## src/logic/pfd_pkg.sv

```systemverilog
package pfd_pkg;
    // Register indices; the byte address is index * 4
    localparam logic [11:0] REF_LOW_IDX     = 12'h011;
    localparam logic [11:0] REF_HIGH_IDX    = 12'h012;
    localparam logic [11:0] SWALLOW_IDX     = 12'h013;
    localparam logic [11:0] MAIN_LOW_IDX    = 12'h014;
    localparam logic [11:0] MAIN_HIGH_IDX   = 12'h015;
    localparam logic [11:0] DIV_CTRL_IDX    = 12'h016;
    localparam logic [11:0] STAT_SEL_IDX    = 12'h017;
    localparam logic [11:0] STATE_IDX       = 12'h018;
    localparam logic [11:0] PIN_CTRL_IDX    = 12'h01D;
    localparam int          ADDR_SHIFT      = 2;

    // Reset values
    localparam logic [7:0] SWALLOW_RST   = 8'h00;
    localparam logic [7:0] MAIN_LOW_RST  = 8'h03;
    localparam logic [7:0] MAIN_HIGH_RST = 8'h00;
    localparam logic [7:0] REF_LOW_RST   = 8'h01;
    localparam logic [7:0] REF_HIGH_RST  = 8'h00;
    localparam logic [7:0] DIV_CTRL_RST  = 8'h06;
    localparam logic [7:0] STAT_SEL_RST  = 8'h00;
    localparam logic [7:0] PIN_CTRL_RST  = 8'h00;

    // Field layout
    localparam int SWALLOW_W      = 6;
    localparam int MAIN_HIGH_W    = 5;
    localparam int REF_HIGH_W     = 6;
    localparam int MAIN_W         = 13;
    localparam int REF_W          = 14;
    localparam int BIT_REF_RST    = 6;
    localparam int BIT_AB_RST     = 5;
    localparam int BIT_ALL_RST    = 4;
    localparam int BIT_BYPASS     = 3;
    localparam int BIT_SEL_LOCK   = 7;
    localparam int PRE_W          = 3;
    localparam int SEL_LSB        = 2;

    // Prescaler codes
    localparam logic [2:0] PRE_FD1  = 3'h0;
    localparam logic [2:0] PRE_FD2  = 3'h1;
    localparam logic [2:0] PRE_DM2  = 3'h2;
    localparam logic [2:0] PRE_DM4  = 3'h3;
    localparam logic [2:0] PRE_DM8  = 3'h4;
    localparam logic [2:0] PRE_DM16 = 3'h5;
    localparam logic [2:0] PRE_DM32 = 3'h6;
    localparam logic [2:0] PRE_FD3  = 3'h7;

    localparam logic [1:0] RESP_OKAY   = 2'h0;
    localparam logic [1:0] RESP_SLVERR = 2'h2;

    // Most significant field first: bit 7 down to bits 2:0
    typedef struct packed {
        logic       midSupply;
        logic       holdRef;
        logic       holdSwallowMain;
        logic       holdAll;
        logic       bypass;
        logic [2:0] prescaler;
    } pfd_ctrl_t;

    typedef struct packed {
        logic [SWALLOW_W-1:0] swallow;
        logic [MAIN_W-1:0]    mainCount;
        logic [REF_W-1:0]     refCount;
    } pfd_counts_t;
endpackage

```

## src/logic/pfd_down_counter.sv

```systemverilog
`timescale 1ns/100ps
`default_nettype none
// Reloading down counter; terminal pulse at count one (or zero), where it reloads
module pfd_down_counter
#(
    parameter int W = 8
)
(
    // Clock and reset
    input  wire logic         clk,
    input  wire logic         reset_n,
    input  wire logic         clkEn,
    // Control
    input  wire logic         hold,
    input  wire logic         load,
    input  wire logic [W-1:0] loadValue,
    // Status
    output logic [W-1:0]      count,
    output logic              terminal
);
    logic [W-1:0] countReg;
    logic [W-1:0] countNext;

    assign terminal  = !hold && (countReg <= W'(1));
    assign countNext = (hold || load || terminal) ? loadValue : countReg - W'(1);
    assign count     = countReg;

    always_ff @(posedge clk or negedge reset_n)
    begin
        if (!reset_n)
            countReg <= '0;
        else if (clkEn)
            countReg <= countNext;
    end
endmodule
`default_nettype wire

```

## src/logic/pfd_divider_ctrl.sv

```systemverilog
// The AXI4-Lite register port was chosen for this implementation.
`timescale 1ns/100ps
`default_nettype none
// Behaviour
// - Main count 13 bits: low byte resets 3, upper five bits reset 0.
// - Swallow count six bits in its own register, resets to zero.
// - Reset bits hold counters: 6 reference, 5 swallow/main, 4 all.
// - Bypass bit makes main count divide by one; ratio is the prescaler modulus, plus one in dual modes with swallow nonzero.
// - Prescaler codes 000, 001, 111 are fixed divide by 1, 2, 3.
// - Codes 010-110 dual modulus; higher modulus when swallow nonzero.
// - Prescaler resets to 32/33 dual modulus setting.
// - Reference divider 14 bits: low byte resets 1, upper six reset 0.
module pfd_divider_ctrl
    import pfd_pkg::*;
(
    // Clock and reset
    input  wire logic        ref_clk,
    input  wire logic        reset_n,
    input  wire logic        clkEn,
    // AXI4-Lite write address
    input  wire logic [11:0] s_axi_awaddr,
    input  wire logic        s_axi_awvalid,
    output logic             s_axi_awready,
    // AXI4-Lite write data
    input  wire logic [31:0] s_axi_wdata,
    input  wire logic [3:0]  s_axi_wstrb,
    input  wire logic        s_axi_wvalid,
    output logic             s_axi_wready,
    // AXI4-Lite write response
    output logic [1:0]       s_axi_bresp,
    output logic             s_axi_bvalid,
    input  wire logic        s_axi_bready,
    // AXI4-Lite read
    input  wire logic [11:0] s_axi_araddr,
    input  wire logic        s_axi_arvalid,
    output logic             s_axi_arready,
    output logic [31:0]      s_axi_rdata,
    output logic [1:0]       s_axi_rresp,
    output logic             s_axi_rvalid,
    input  wire logic        s_axi_rready,
    // Divider outputs
    output logic             feedbackPulse,
    output logic             refPulse,
    output logic [5:0]       statusSelect
);
    ////////////////////////////////////////////////////////////////////////
    logic [7:0]  swallowReg, mainLowReg, mainHighReg, refLowReg, refHighReg;
    logic [7:0]  divCtrlReg, statSelReg, pinCtrlReg;
    logic [11:0] awAddrReg;
    logic [31:0] wDataReg;
    logic        awHeldReg, wHeldReg, bValidReg, bErrReg, rValidReg;
    logic [1:0]  rRespReg;
    logic [31:0] rDataReg;
    logic        feedbackReg, refPulseReg;

    pfd_ctrl_t   ctrl;
    pfd_counts_t counts;
    assign ctrl = pfd_ctrl_t'(divCtrlReg);
    assign counts.swallow   = swallowReg[SWALLOW_W-1:0];
    assign counts.mainCount = {mainHighReg[MAIN_HIGH_W-1:0], mainLowReg};
    assign counts.refCount  = {refHighReg[REF_HIGH_W-1:0], refLowReg};

    ////////////////////////////////////////////////////////////////////////
    // Write channel: address and data taken in either order
    wire         awTake   = s_axi_awvalid && !awHeldReg && !bValidReg;
    wire         wTake    = s_axi_wvalid && !wHeldReg && !bValidReg;
    wire [11:0]  wAddr    = awHeldReg ? awAddrReg : s_axi_awaddr;
    wire [31:0]  wData    = wHeldReg ? wDataReg : s_axi_wdata;
    wire         awHave   = awHeldReg || awTake;
    wire         wHave    = wHeldReg || wTake;
    wire         doWrite  = awHave && wHave && !bValidReg;
    wire [11:0]  wIdx     = wAddr >> ADDR_SHIFT;
    wire         wLane    = s_axi_wstrb[0];
    wire [7:0]   wByte    = wData[7:0];
    wire         wMapped  = (wIdx >= REF_LOW_IDX && wIdx <= STATE_IDX) || wIdx == PIN_CTRL_IDX;
    wire         wAligned = wAddr[1:0] == 2'h0;
    wire         wOk      = wMapped && wAligned && wIdx != STATE_IDX;
    wire         wrEn     = doWrite && wOk && wLane;
    // Status select writable only while pin-control bit 7 is clear
    wire         selOpen  = !pinCtrlReg[BIT_SEL_LOCK];

    assign s_axi_awready = !awHeldReg && !bValidReg;
    assign s_axi_wready  = !wHeldReg && !bValidReg;
    assign s_axi_bvalid  = bValidReg;
    assign s_axi_bresp   = bErrReg ? RESP_SLVERR : RESP_OKAY;

    always_ff @(posedge ref_clk or negedge reset_n)
    begin
        if (!reset_n)
        begin
            awHeldReg <= 1'b0;
            wHeldReg  <= 1'b0;
            awAddrReg <= 12'h000;
            wDataReg  <= 32'h00000000;
            bValidReg <= 1'b0;
            bErrReg   <= 1'b0;
        end
        else if (clkEn)
        begin
            if (awTake)
                awAddrReg <= s_axi_awaddr;
            if (wTake)
                wDataReg <= s_axi_wdata;
            awHeldReg <= awHave && !doWrite;
            wHeldReg  <= wHave && !doWrite;
            if (doWrite)
            begin
                bValidReg <= 1'b1;
                bErrReg   <= !(wMapped && wAligned);
            end
            else if (s_axi_bready)
                bValidReg <= 1'b0;
        end
    end

    always_ff @(posedge ref_clk or negedge reset_n)
    begin
        if (!reset_n)
        begin
            swallowReg  <= SWALLOW_RST;
            mainLowReg  <= MAIN_LOW_RST;
            mainHighReg <= MAIN_HIGH_RST;
            refLowReg   <= REF_LOW_RST;
            refHighReg  <= REF_HIGH_RST;
            divCtrlReg  <= DIV_CTRL_RST;
            statSelReg  <= STAT_SEL_RST;
            pinCtrlReg  <= PIN_CTRL_RST;
        end
        else if (clkEn && wrEn)
        begin
            unique case (wIdx)
                SWALLOW_IDX:   swallowReg  <= {2'h0, wByte[SWALLOW_W-1:0]};
                MAIN_LOW_IDX:  mainLowReg  <= wByte;
                MAIN_HIGH_IDX: mainHighReg <= {3'h0, wByte[MAIN_HIGH_W-1:0]};
                REF_LOW_IDX:   refLowReg   <= wByte;
                REF_HIGH_IDX:  refHighReg  <= {2'h0, wByte[REF_HIGH_W-1:0]};
                DIV_CTRL_IDX:  divCtrlReg  <= wByte;
                STAT_SEL_IDX:  if (selOpen) statSelReg <= {wByte[7:SEL_LSB], 2'h0};
                PIN_CTRL_IDX:  pinCtrlReg  <= wByte;
                default:       pinCtrlReg  <= pinCtrlReg;
            endcase
        end
    end
    assign statusSelect = statSelReg[7:SEL_LSB];

    ////////////////////////////////////////////////////////////////////////
    // Read channel; one-cycle answer
    wire [11:0] rIdx    = s_axi_araddr >> ADDR_SHIFT;
    wire        rOk     = s_axi_araddr[1:0] == 2'h0
                          && ((rIdx >= REF_LOW_IDX && rIdx <= STATE_IDX) || rIdx == PIN_CTRL_IDX);
    wire [5:0]  swallowNow;
    logic [7:0] rByte;
    always_comb
    begin
        unique case (rIdx)
            REF_LOW_IDX:   rByte = refLowReg;
            REF_HIGH_IDX:  rByte = refHighReg;
            SWALLOW_IDX:   rByte = swallowReg;
            MAIN_LOW_IDX:  rByte = mainLowReg;
            MAIN_HIGH_IDX: rByte = mainHighReg;
            DIV_CTRL_IDX:  rByte = divCtrlReg;
            STAT_SEL_IDX:  rByte = statSelReg;
            STATE_IDX:     rByte = {feedbackReg, refPulseReg, swallowNow};
            PIN_CTRL_IDX:  rByte = pinCtrlReg;
            default:       rByte = 8'h00;
        endcase
    end
    assign s_axi_arready = !rValidReg;
    assign s_axi_rvalid  = rValidReg;
    assign s_axi_rdata   = rDataReg;
    assign s_axi_rresp   = rRespReg;

    always_ff @(posedge ref_clk or negedge reset_n)
    begin
        if (!reset_n)
        begin
            rValidReg <= 1'b0;
            rDataReg  <= 32'h00000000;
            rRespReg  <= RESP_OKAY;
        end
        else if (clkEn)
        begin
            if (s_axi_arvalid && !rValidReg)
            begin
                rValidReg <= 1'b1;
                rDataReg  <= {24'h000000, rOk ? rByte : 8'h00};
                rRespReg  <= rOk ? RESP_OKAY : RESP_SLVERR;
            end
            else if (s_axi_rready)
                rValidReg <= 1'b0;
        end
    end

    ////////////////////////////////////////////////////////////////////////
    // Feedback divider: prescaler, swallow and main counters
    wire holdRef = ctrl.holdRef || ctrl.holdAll;
    wire holdAB  = ctrl.holdSwallowMain || ctrl.holdAll;
    wire isDual  = ctrl.prescaler inside {[PRE_DM2:PRE_DM32]};
    logic [5:0] lowMod;
    always_comb
    begin
        unique case (ctrl.prescaler)
            PRE_FD1:  lowMod = 6'h01;
            PRE_FD2:  lowMod = 6'h02;
            PRE_DM2:  lowMod = 6'h02;
            PRE_DM4:  lowMod = 6'h04;
            PRE_DM8:  lowMod = 6'h08;
            PRE_DM16: lowMod = 6'h10;
            PRE_DM32: lowMod = 6'h20;
            PRE_FD3:  lowMod = 6'h03;
        endcase
    end

    // Swallow phase uses the higher modulus while any swallow is pending
    wire        swallowLeft = isDual && swallowNow != 6'h00;
    wire [5:0]  preMod  = swallowLeft ? lowMod + 6'h01 : lowMod;
    wire        preTerm;
    wire        mainTerm;
    wire        mainTick;
    wire [12:0] mainLoad = ctrl.bypass ? 13'h0001 : counts.mainCount;
    wire        cycleEnd = preTerm && (mainLoad <= 13'h0001 || mainTerm);

    pfd_down_counter #(.W(6)) preCounter (
        .clk       (ref_clk),
        .reset_n   (reset_n),
        .clkEn     (clkEn),
        .hold      (holdAB),
        .load      (1'b0),
        .loadValue (preMod),
        .count     (),
        .terminal  (preTerm)
    );

    assign mainTick = preTerm;
    pfd_down_counter #(.W(13)) mainCounter (
        .clk       (ref_clk),
        .reset_n   (reset_n),
        .clkEn     (clkEn && (mainTick || holdAB)),
        .hold      (holdAB),
        .load      (1'b0),
        .loadValue (mainLoad),
        .count     (),
        .terminal  (mainTerm)
    );

    // Swallow counts down once per prescaler cycle, reloads at feedback end
    logic [5:0] swallowCntReg;
    assign swallowNow = swallowCntReg;
    always_ff @(posedge ref_clk or negedge reset_n)
    begin
        if (!reset_n)
            swallowCntReg <= 6'h00;
        else if (clkEn)
        begin
            if (holdAB || cycleEnd)
                swallowCntReg <= counts.swallow;
            else if (preTerm && swallowCntReg != 6'h00)
                swallowCntReg <= swallowCntReg - 6'h01;
        end
    end

    // Reference divider
    wire refTerm;
    pfd_down_counter #(.W(REF_W)) refCounter (
        .clk       (ref_clk),
        .reset_n   (reset_n),
        .clkEn     (clkEn),
        .hold      (holdRef),
        .load      (1'b0),
        .loadValue (counts.refCount),
        .count     (),
        .terminal  (refTerm)
    );

    always_ff @(posedge ref_clk or negedge reset_n)
    begin
        if (!reset_n)
        begin
            feedbackReg <= 1'b0;
            refPulseReg <= 1'b0;
        end
        else if (clkEn)
        begin
            feedbackReg <= cycleEnd && !holdAB;
            refPulseReg <= refTerm;
        end
    end
    assign feedbackPulse = feedbackReg;
    assign refPulse      = refPulseReg;
endmodule
`default_nettype wire

```

## config.mk

```make
export PLATFORM = sky130hd
export DESIGN_NAME = pfd_divider_ctrl
export DESIGN_NICKNAME = d
export VERILOG_FILES = /design/src/logic/pfd_pkg.sv /design/src/logic/pfd_down_counter.sv /design/src/logic/pfd_divider_ctrl.sv
export SDC_FILE = /design/constraint.sdc
export NUM_CORES = 1
export LEC_CHECK = 0
export BUFFER_PORTS_ARGS = -buffer_cell sky130_fd_sc_hd__buf_2
export CORE_ASPECT_RATIO = 1.25
export CORE_MARGIN = 2
export CORE_UTILIZATION = 30
export CTS_BUF_LIST = sky130_fd_sc_hd__clkbuf_8
export CTS_CLUSTER_SIZE = 28
export DETAILED_ROUTE_END_ITERATION = 7
export GPL_TIMING_DRIVEN = 0
export PLACE_DENSITY_LB_ADDON = 0.15
export SLEW_MARGIN = 20
export SYNTH_ARGS = -nofsm -noshare
export SYNTH_HDL_FRONTEND = slang
export SYNTH_SLANG_ARGS = --single-unit
```

## constraint.sdc

```tcl
create_clock -name ref_clk -period 3 [get_ports ref_clk]
set_input_delay 0.3 -clock ref_clk [delete_from_list [all_inputs] [get_ports ref_clk]]
set_output_delay 0.3 -clock ref_clk [all_outputs]
set_load 0.01 [all_outputs]
```

Word-level counts from Yosys, hierarchy flattened
Memories as Yosys holds them, arrays and structs flattened.
Index checks and enable logic that the tools add are counted.
{ "totals": {"register_bits": 131, "latch_bits": 0, "ramBits": 0, "mem_bits_ro": 48, "inputBits": 68, "wordCells": 143, "n_memories": 1} }
{ "mem_list": {"columns": ["name", "depth", "width", "read_ports", "rd_clocked_by_memory_dff", "wr", "line_no", "text"], "rows": [
  ["(name not given)", 8, 6, 1, 0, 0, "pfd_divider_ctrl.sv:202", "unique case (ctrl.prescaler)"]
]} }
{ "op_classes": {"addsub": 5, "n_mul": 0, "div_mod_pow": 0, "magnitude_cmp": 10, "eq_ne": 18, "n_shift": 0, "n_mux": 17, "bitwise": 1, "reduce_logical": 68} }
{ "ops": {"columns": ["operator", "n"], "rows": [
  ["$eq 10x5->1 const B", 17],
  ["$pmux 8 s9", 1],
  ["$logic_and 1x1->1", 28],
  ["$reduce_and 2->1", 14],
  ["$le 13x1->1 const B", 2],
  ["$mux 13", 2],
  ["$mux 6", 4],
  ["$ge 10x5->1 const B", 2],
  ["$le 10x5->1 const B", 2],
  ["$mux 8", 2],
  ["$le 14x1->1 const B", 1],
  ["$mux 14", 1],
  ["$sub 14x1->14 const B", 1],
  ["$sub 13x1->13 const B", 1],
  ["$mux 12", 1],
  ["$sub 6x1->6 const B", 2],
  ["$logic_or 1x1->1", 11],
  ["$ne 10x5->1 const B", 1],
  ["$logic_not 1->1", 8],
  ["$add 6x1->6 const B", 1],
  ["$le 6x1->1 const B", 1],
  ["$reduce_bool 2->1", 3],
  ["$reduce_bool 6->1", 1],
  ["$logic_not 2->1", 2],
  ["6 further kinds", 10]
]} }

Depth between registers and ports, before layout
{ "logic_depth": {"word_depth": 10, "depth_mapped": 8, "mapped_depth_nobuf": 8} }

Cells and area by module
Synthesis repeated with hierarchy kept, for this count alone.
{ "unflattened": {"cells_unflattened": 820, "area_unflattened_um2": 8046.5} }
{ "by_module_without_submodules": {"columns": ["module", "n_inst", "cells_per_inst", "area_each_um2", "seq_area_each_um2"], "rows": [
  ["pfd_divider_ctrl", 1, 549, 5631.7, 2433.6],
  ["pfd_down_counter (mainCounter)", 1, 110, 1006.0, 325.3],
  ["pfd_down_counter (refCounter)", 1, 114, 978.4, 350.3],
  ["pfd_down_counter (preCounter)", 1, 47, 430.4, 150.1]
]} }

Worst setup path after synthesis
Ideal clock, no wire load.
{ "synth_path": {"path_kind": "reg-to-reg", "from": "register refCounter.countReg[3] (netlist: refCounter.count[3])", "to": "register refCounter.countReg[4] (netlist: refCounter.count[4])", "setup_ns": 0.126, "t_arrival_ns": 2.188, "required_ns": 2.874, "slack_ns": 0.686, "stages_incl_launch_ff": 7, "cell_sequence": "dfrtp_1 -> or4_4 -> or3_4 -> o41a_1 -> buf_6 -> buf_8 -> a221o_1"} }
{ "synth_via": {"elab_chain_len": 4, "elab_cells_between_ends": 5} }
{ "synth_rtl": {"columns": ["item", "line_no", "text"], "rows": [
  ["start: declaration", "pfd_down_counter.sv:21", "logic [W-1:0] countReg;"],
  ["start signal: assignment", "pfd_down_counter.sv:33", "countReg <= countNext;"],
  ["$le 14x1->1", "pfd_down_counter.sv:24", "assign terminal = !hold && (countReg <= W'(1));"],
  ["$logic_and 1x1->1", "pfd_down_counter.sv:24", null],
  ["$logic_or 1x1->1", "pfd_down_counter.sv:25", "assign countNext = (hold || load || terminal) ? loadValue : countReg - W'(1);"],
  ["$mux 14 *", "pfd_down_counter.sv:25", null]
]} }
Mark *: on every way between the ends. The rest lies on a longest branch, timed or not.
A chain may end at the register's enable or synchronous reset.

Worst setup path after layout
{ "layout_path": {"from": "register awAddrReg[9]", "to": "register mainLowReg[4]"} }
{ "layout_via": {"elab_chain_len": 10, "elab_cells_between_ends": 14} }
{ "layout_rtl": {"columns": ["item", "line_no", "text"], "rows": [
  ["start: declaration", "pfd_divider_ctrl.sv:49", "logic [11:0] awAddrReg;"],
  ["start signal: assignment", "pfd_divider_ctrl.sv:101", "awAddrReg <= s_axi_awaddr;"],
  ["$mux 12 *", "pfd_divider_ctrl.sv:67", "wire [11:0] wAddr = awHeldReg ? awAddrReg : s_axi_awaddr;"],
  ["$ge 10x5->1 or $le 10x5->1 (tied branches)", "pfd_divider_ctrl.sv:75", "wire wMapped = (wIdx >= REF_LOW_IDX && wIdx <= STATE_IDX) || wIdx == PIN_CTRL_IDX;"],
  ["$logic_and 1x1->1", "pfd_divider_ctrl.sv:75", null],
  ["$logic_or 1x1->1", "pfd_divider_ctrl.sv:75", null],
  ["$logic_and 1x1->1 (2 in a row)", "pfd_divider_ctrl.sv:77", "wire wOk = wMapped && wAligned && wIdx != STATE_IDX;"],
  ["$logic_and 1x1->1 (2 in a row)", "pfd_divider_ctrl.sv:78", "wire wrEn = doWrite && wOk && wLane;"],
  ["$logic_and 1x1->1", "pfd_divider_ctrl.sv:129", "else if (clkEn && wrEn)"],
  ["$reduce_and 2->1 (no source line) *", null, null],
  ["end signal: assignment", "pfd_divider_ctrl.sv:133", "MAIN_LOW_IDX: mainLowReg <= wByte;"],
  ["end: declaration", "pfd_divider_ctrl.sv:47", "logic [7:0] swallowReg, mainLowReg, mainHighReg, refLowReg, refHighReg;"]
]} }
Marks and branches as above.

==> metrics.txt <==
Setup Skew=0.0123 ns; Die H=180 um; multi-input logic area=0.00377 mm2; Worst-Skew Late Latency=0.46 ns; WP buf/inv=1; # Post-CTS Setup Buffers=0; internal power=3.59 mW; Fmax=0.362 GHz; antenna cells=0; CTS Root Cell=clkbuf_8; via count=6368; non-filler cells in the finished layout=1236; total CTS buffers=17; Logic pwr share=0.281; area delta synth->final=17.4%; FP Rows=64; layout cell share with drive strength beyond 1=0.205; Vias/cell=5.15; sequential fraction of the synthesis area=0.438; max-slew violations=0; Slew headroom=0.236; setup slack, reg-to-reg=0.24 ns; Syn. warnings=0; Final Cycle Share=0.920; CP startpoint kind=register; Cell variety after synth=70; worst setup path startpoint=awAddrReg[9]; ys async rst share=1.00; CTS H-tree lvls=4; Layout Utilization=0.358; final hold vios=0; Nets=974; DRC=0; hold path depth=2; FF-to-FF Start=awAddrReg[9]; DIE WIDTH=145 um; status=complete, no violations; Flop pwr share=0.433; CP delay by family, top=simple AND/OR/NAND/NOR gates; Setup CP Type=register to register; critical path data arrival time=3.05 ns; Synth Instances=787; EDFF count, synth=0; max-cap viol count=0; GR Layer Usage met2=0.317; setup_tns=0 ns; Worst path max stage delay=0.71 ns; hold path endpoint=wDataReg[3]; area of the die=0.0261 mm2; final WL=23100 um; M3 GR Usage=0.0300; met1 GRT Util=0.237; slowest CP cell=or4b_2; global-route wire length before repair=36200 um; drt pass-1 iters=5; worst slew pin tran=1.11 ns; antenna viol nets, final=0; Port Buf Inserts=60; vias in the first global route=6300; Main synth FF type=dfrtp_1; GRT Max-Usage Layer=met2; IO Count=117; routability cong.=0.818; WHS=0.0841 ns; worst r2r dst=mainLowReg[4]; Hold Startpoint=s_axi_wdata[3]; crit-path cells=or4b_2, nor3_2, o2111ai_1, clkbuf_1, nand2_1, o21ai_0; P per Cell Area=650 mW/mm2; Lkg Pwr=3.83 nW; FF-to-FF path depth=6; Sw Share=0.368; CTS Sinks=130; fill count=2534; RSZ-0062 raised after global routing=false; Routed wire per std cell=18.7 um; largest net degree at the start of global routing=91; Starting Density=0.305; Req. time, crit path=3.29 ns; Max Root-Sink Buffers=2; clock power share=0.285; synthesized flop and latch total=130; max reg flops=14; mapped cell area=0.00744 mm2; crit path time final=2.76 ns; final-report setup violation count=0; initial antenna violation count=0; DP HPWL=17200 um; clock slew at reported path FFs=0.09 ns; CTS tree=yes; GR Util All Layers=0.183; worst hold-check path type=primary input to register; register area=0.00326 mm2; Setup crit end kind=register; crit-path max FO=10; post-placement cell count=1203; 1st-iter DRT viols=395; GR Overflow Total=0; Avg Inst Size Synth=9.46 um2; VDD IR max=0.340 mV; core area=0.0244 mm2; switching pwr=2.09 mW
-- metal layers --
metal | vias up | wire, um
met5 | - | 0
met4 | 0 | 188
met3 | 13 | 884
met2 | 148 | 11700
met1 | 3157 | 10200
li1 | 3050 | -
-- cells in the mapped netlist, types with 4 or more instances --
cell type,instances,area (um2)
a31oi_1,5,31.3
nor4_1,11,68.8
a22o_1,5,43.8
mux2_2,30,338
clkbuf_1,33,124
o21a_1,4,30.0
buf_2,5,25.0
or2_2,4,25.0
a2bb2oi_1,4,35.0
o21ai_0,86,430
inv_1,40,150
or4_1,7,52.6
o2bb2ai_1,12,105
buf_4,27,203
nand4b_1,4,35.0
a21oi_1,28,140
ha_1,13,163
nor2_1,40,150
a222oi_1,5,50.1
a22oi_1,16,120
dfstp_2,5,131
a32oi_1,4,35.0
nand2_1,82,308
nand3_1,11,55.1
dfrtp_1,125,3130
a221oi_1,4,35.0
o2111ai_1,8,70.1
nor2b_1,9,56.3
nand3b_1,9,67.6
and3_1,5,31.3
nor3b_1,8,60.1
or3_1,6,37.5
nand2b_1,6,37.5
or3b_2,4,35.0
o211ai_1,6,45.0
mux2i_1,34,340
nor3_1,26,130
-- placed cells by master, fill, tap and decap left out, types with 13 or more instances in the layout --
| cell | n |
|---|---|
| conb_1 | 26 |
| clkbuf_8 | 17 |
| clkbuf_1 | 33 |
| a21oi_1 | 28 |
| a22oi_1 | 16 |
| buf_4 | 27 |
| dfrtp_1 | 125 |
| mux2_2 | 30 |
| ha_1 | 13 |
| buf_2 | 64 |
| nand2_1 | 82 |
| o21ai_0 | 86 |
| nor2_1 | 39 |
| nor3_1 | 24 |
| mux2i_1 | 34 |
| inv_1 | 40 |
-- power groups by stage --
stage | clock [mW] | sequential [mW] | combinational (mW)
floorplan | 0 | 2.38 | 1.14
global placement | 0 | 2.48 | 1.58
detailed placement | 0 | 2.48 | 1.61
CTS | 1.66 | 2.45 | 1.61
global route | 1.73 | 2.52 | 1.80
finish | 1.62 | 2.46 | 1.60
-- logic make-up after synthesis --
kind of cell | Yosys count | synth area share
other | 1 | 0.000504
muxes | 67 | 0.100
xor gates and xnor gates | 2 | 0.00235
DFF | 130 | 0.438
buffers and inverters | 108 | 0.0714
and+or+nand+nor | 251 | 0.176
adders and majority gates | 13 | 0.0219
AOI/OAI and AO/OA | 215 | 0.189
-- how the worst max path moves through the flow --
stage / slack [ns] / depth (start not counted) / end
final: 0.24 / 6 / mainLowReg[4]
after global routing: 0.07 / 6 / mainLowReg[5]
after CTS: 0.12 / 5 / mainCounter.count[8]
after detailed placement: -0.04 / 7 / mainLowReg[4]
after global placement: -0.41 / 1 / preCounter.count[2]
after floorplan: 0.69 / 6 / refCounter.count[4]
-- layout make-up --
cell class              instances  area share
repair buffers                 62      0.0398
clock inverters                15      0.0209
inverters                      40      0.0172
flip-flops and latches        130       0.373
multi-input cells             574       0.431
clock buffers                  17      0.0268
well taps                     330      0.0473
plain buffers                  68      0.0437
-- what timing repair did --
| action | in CTS | in global routing |
|---|---|---|
| hold buffers | 1 | 0 |
| endpoints found under the setup margin | 2 | 10 |
| endpoints found under the hold margin | 40 | 0 |
| resized for setup | 1 | 3 |
-- metrics by stage --
| stage | setup WS (ns) | total power [mW] | cell area, um2 |
|---|---|---|---|
| after global routing | 0.0693 | 6.05 | 8740 |
| after floorplan | 0.686 | 3.52 | 7540 |
| after global placement | -0.410 | 4.06 | 8250 |
| after detailed placement | -0.0407 | 4.09 | 8290 |
| after CTS | 0.120 | 5.73 | 8730 |
| final | 0.239 | 5.68 | 8740 |
-- worst reg2reg max path, delay by kind of cell (launching register included) --
kind,cells,cell delay (ns)
AO/OA/AOI/OAI,2,0.58
buffers and inverters,1,0.37
flip-flops,1,0.38
AND/OR/NAND/NOR,3,1.29
Power figures use the tool's default switching activity.
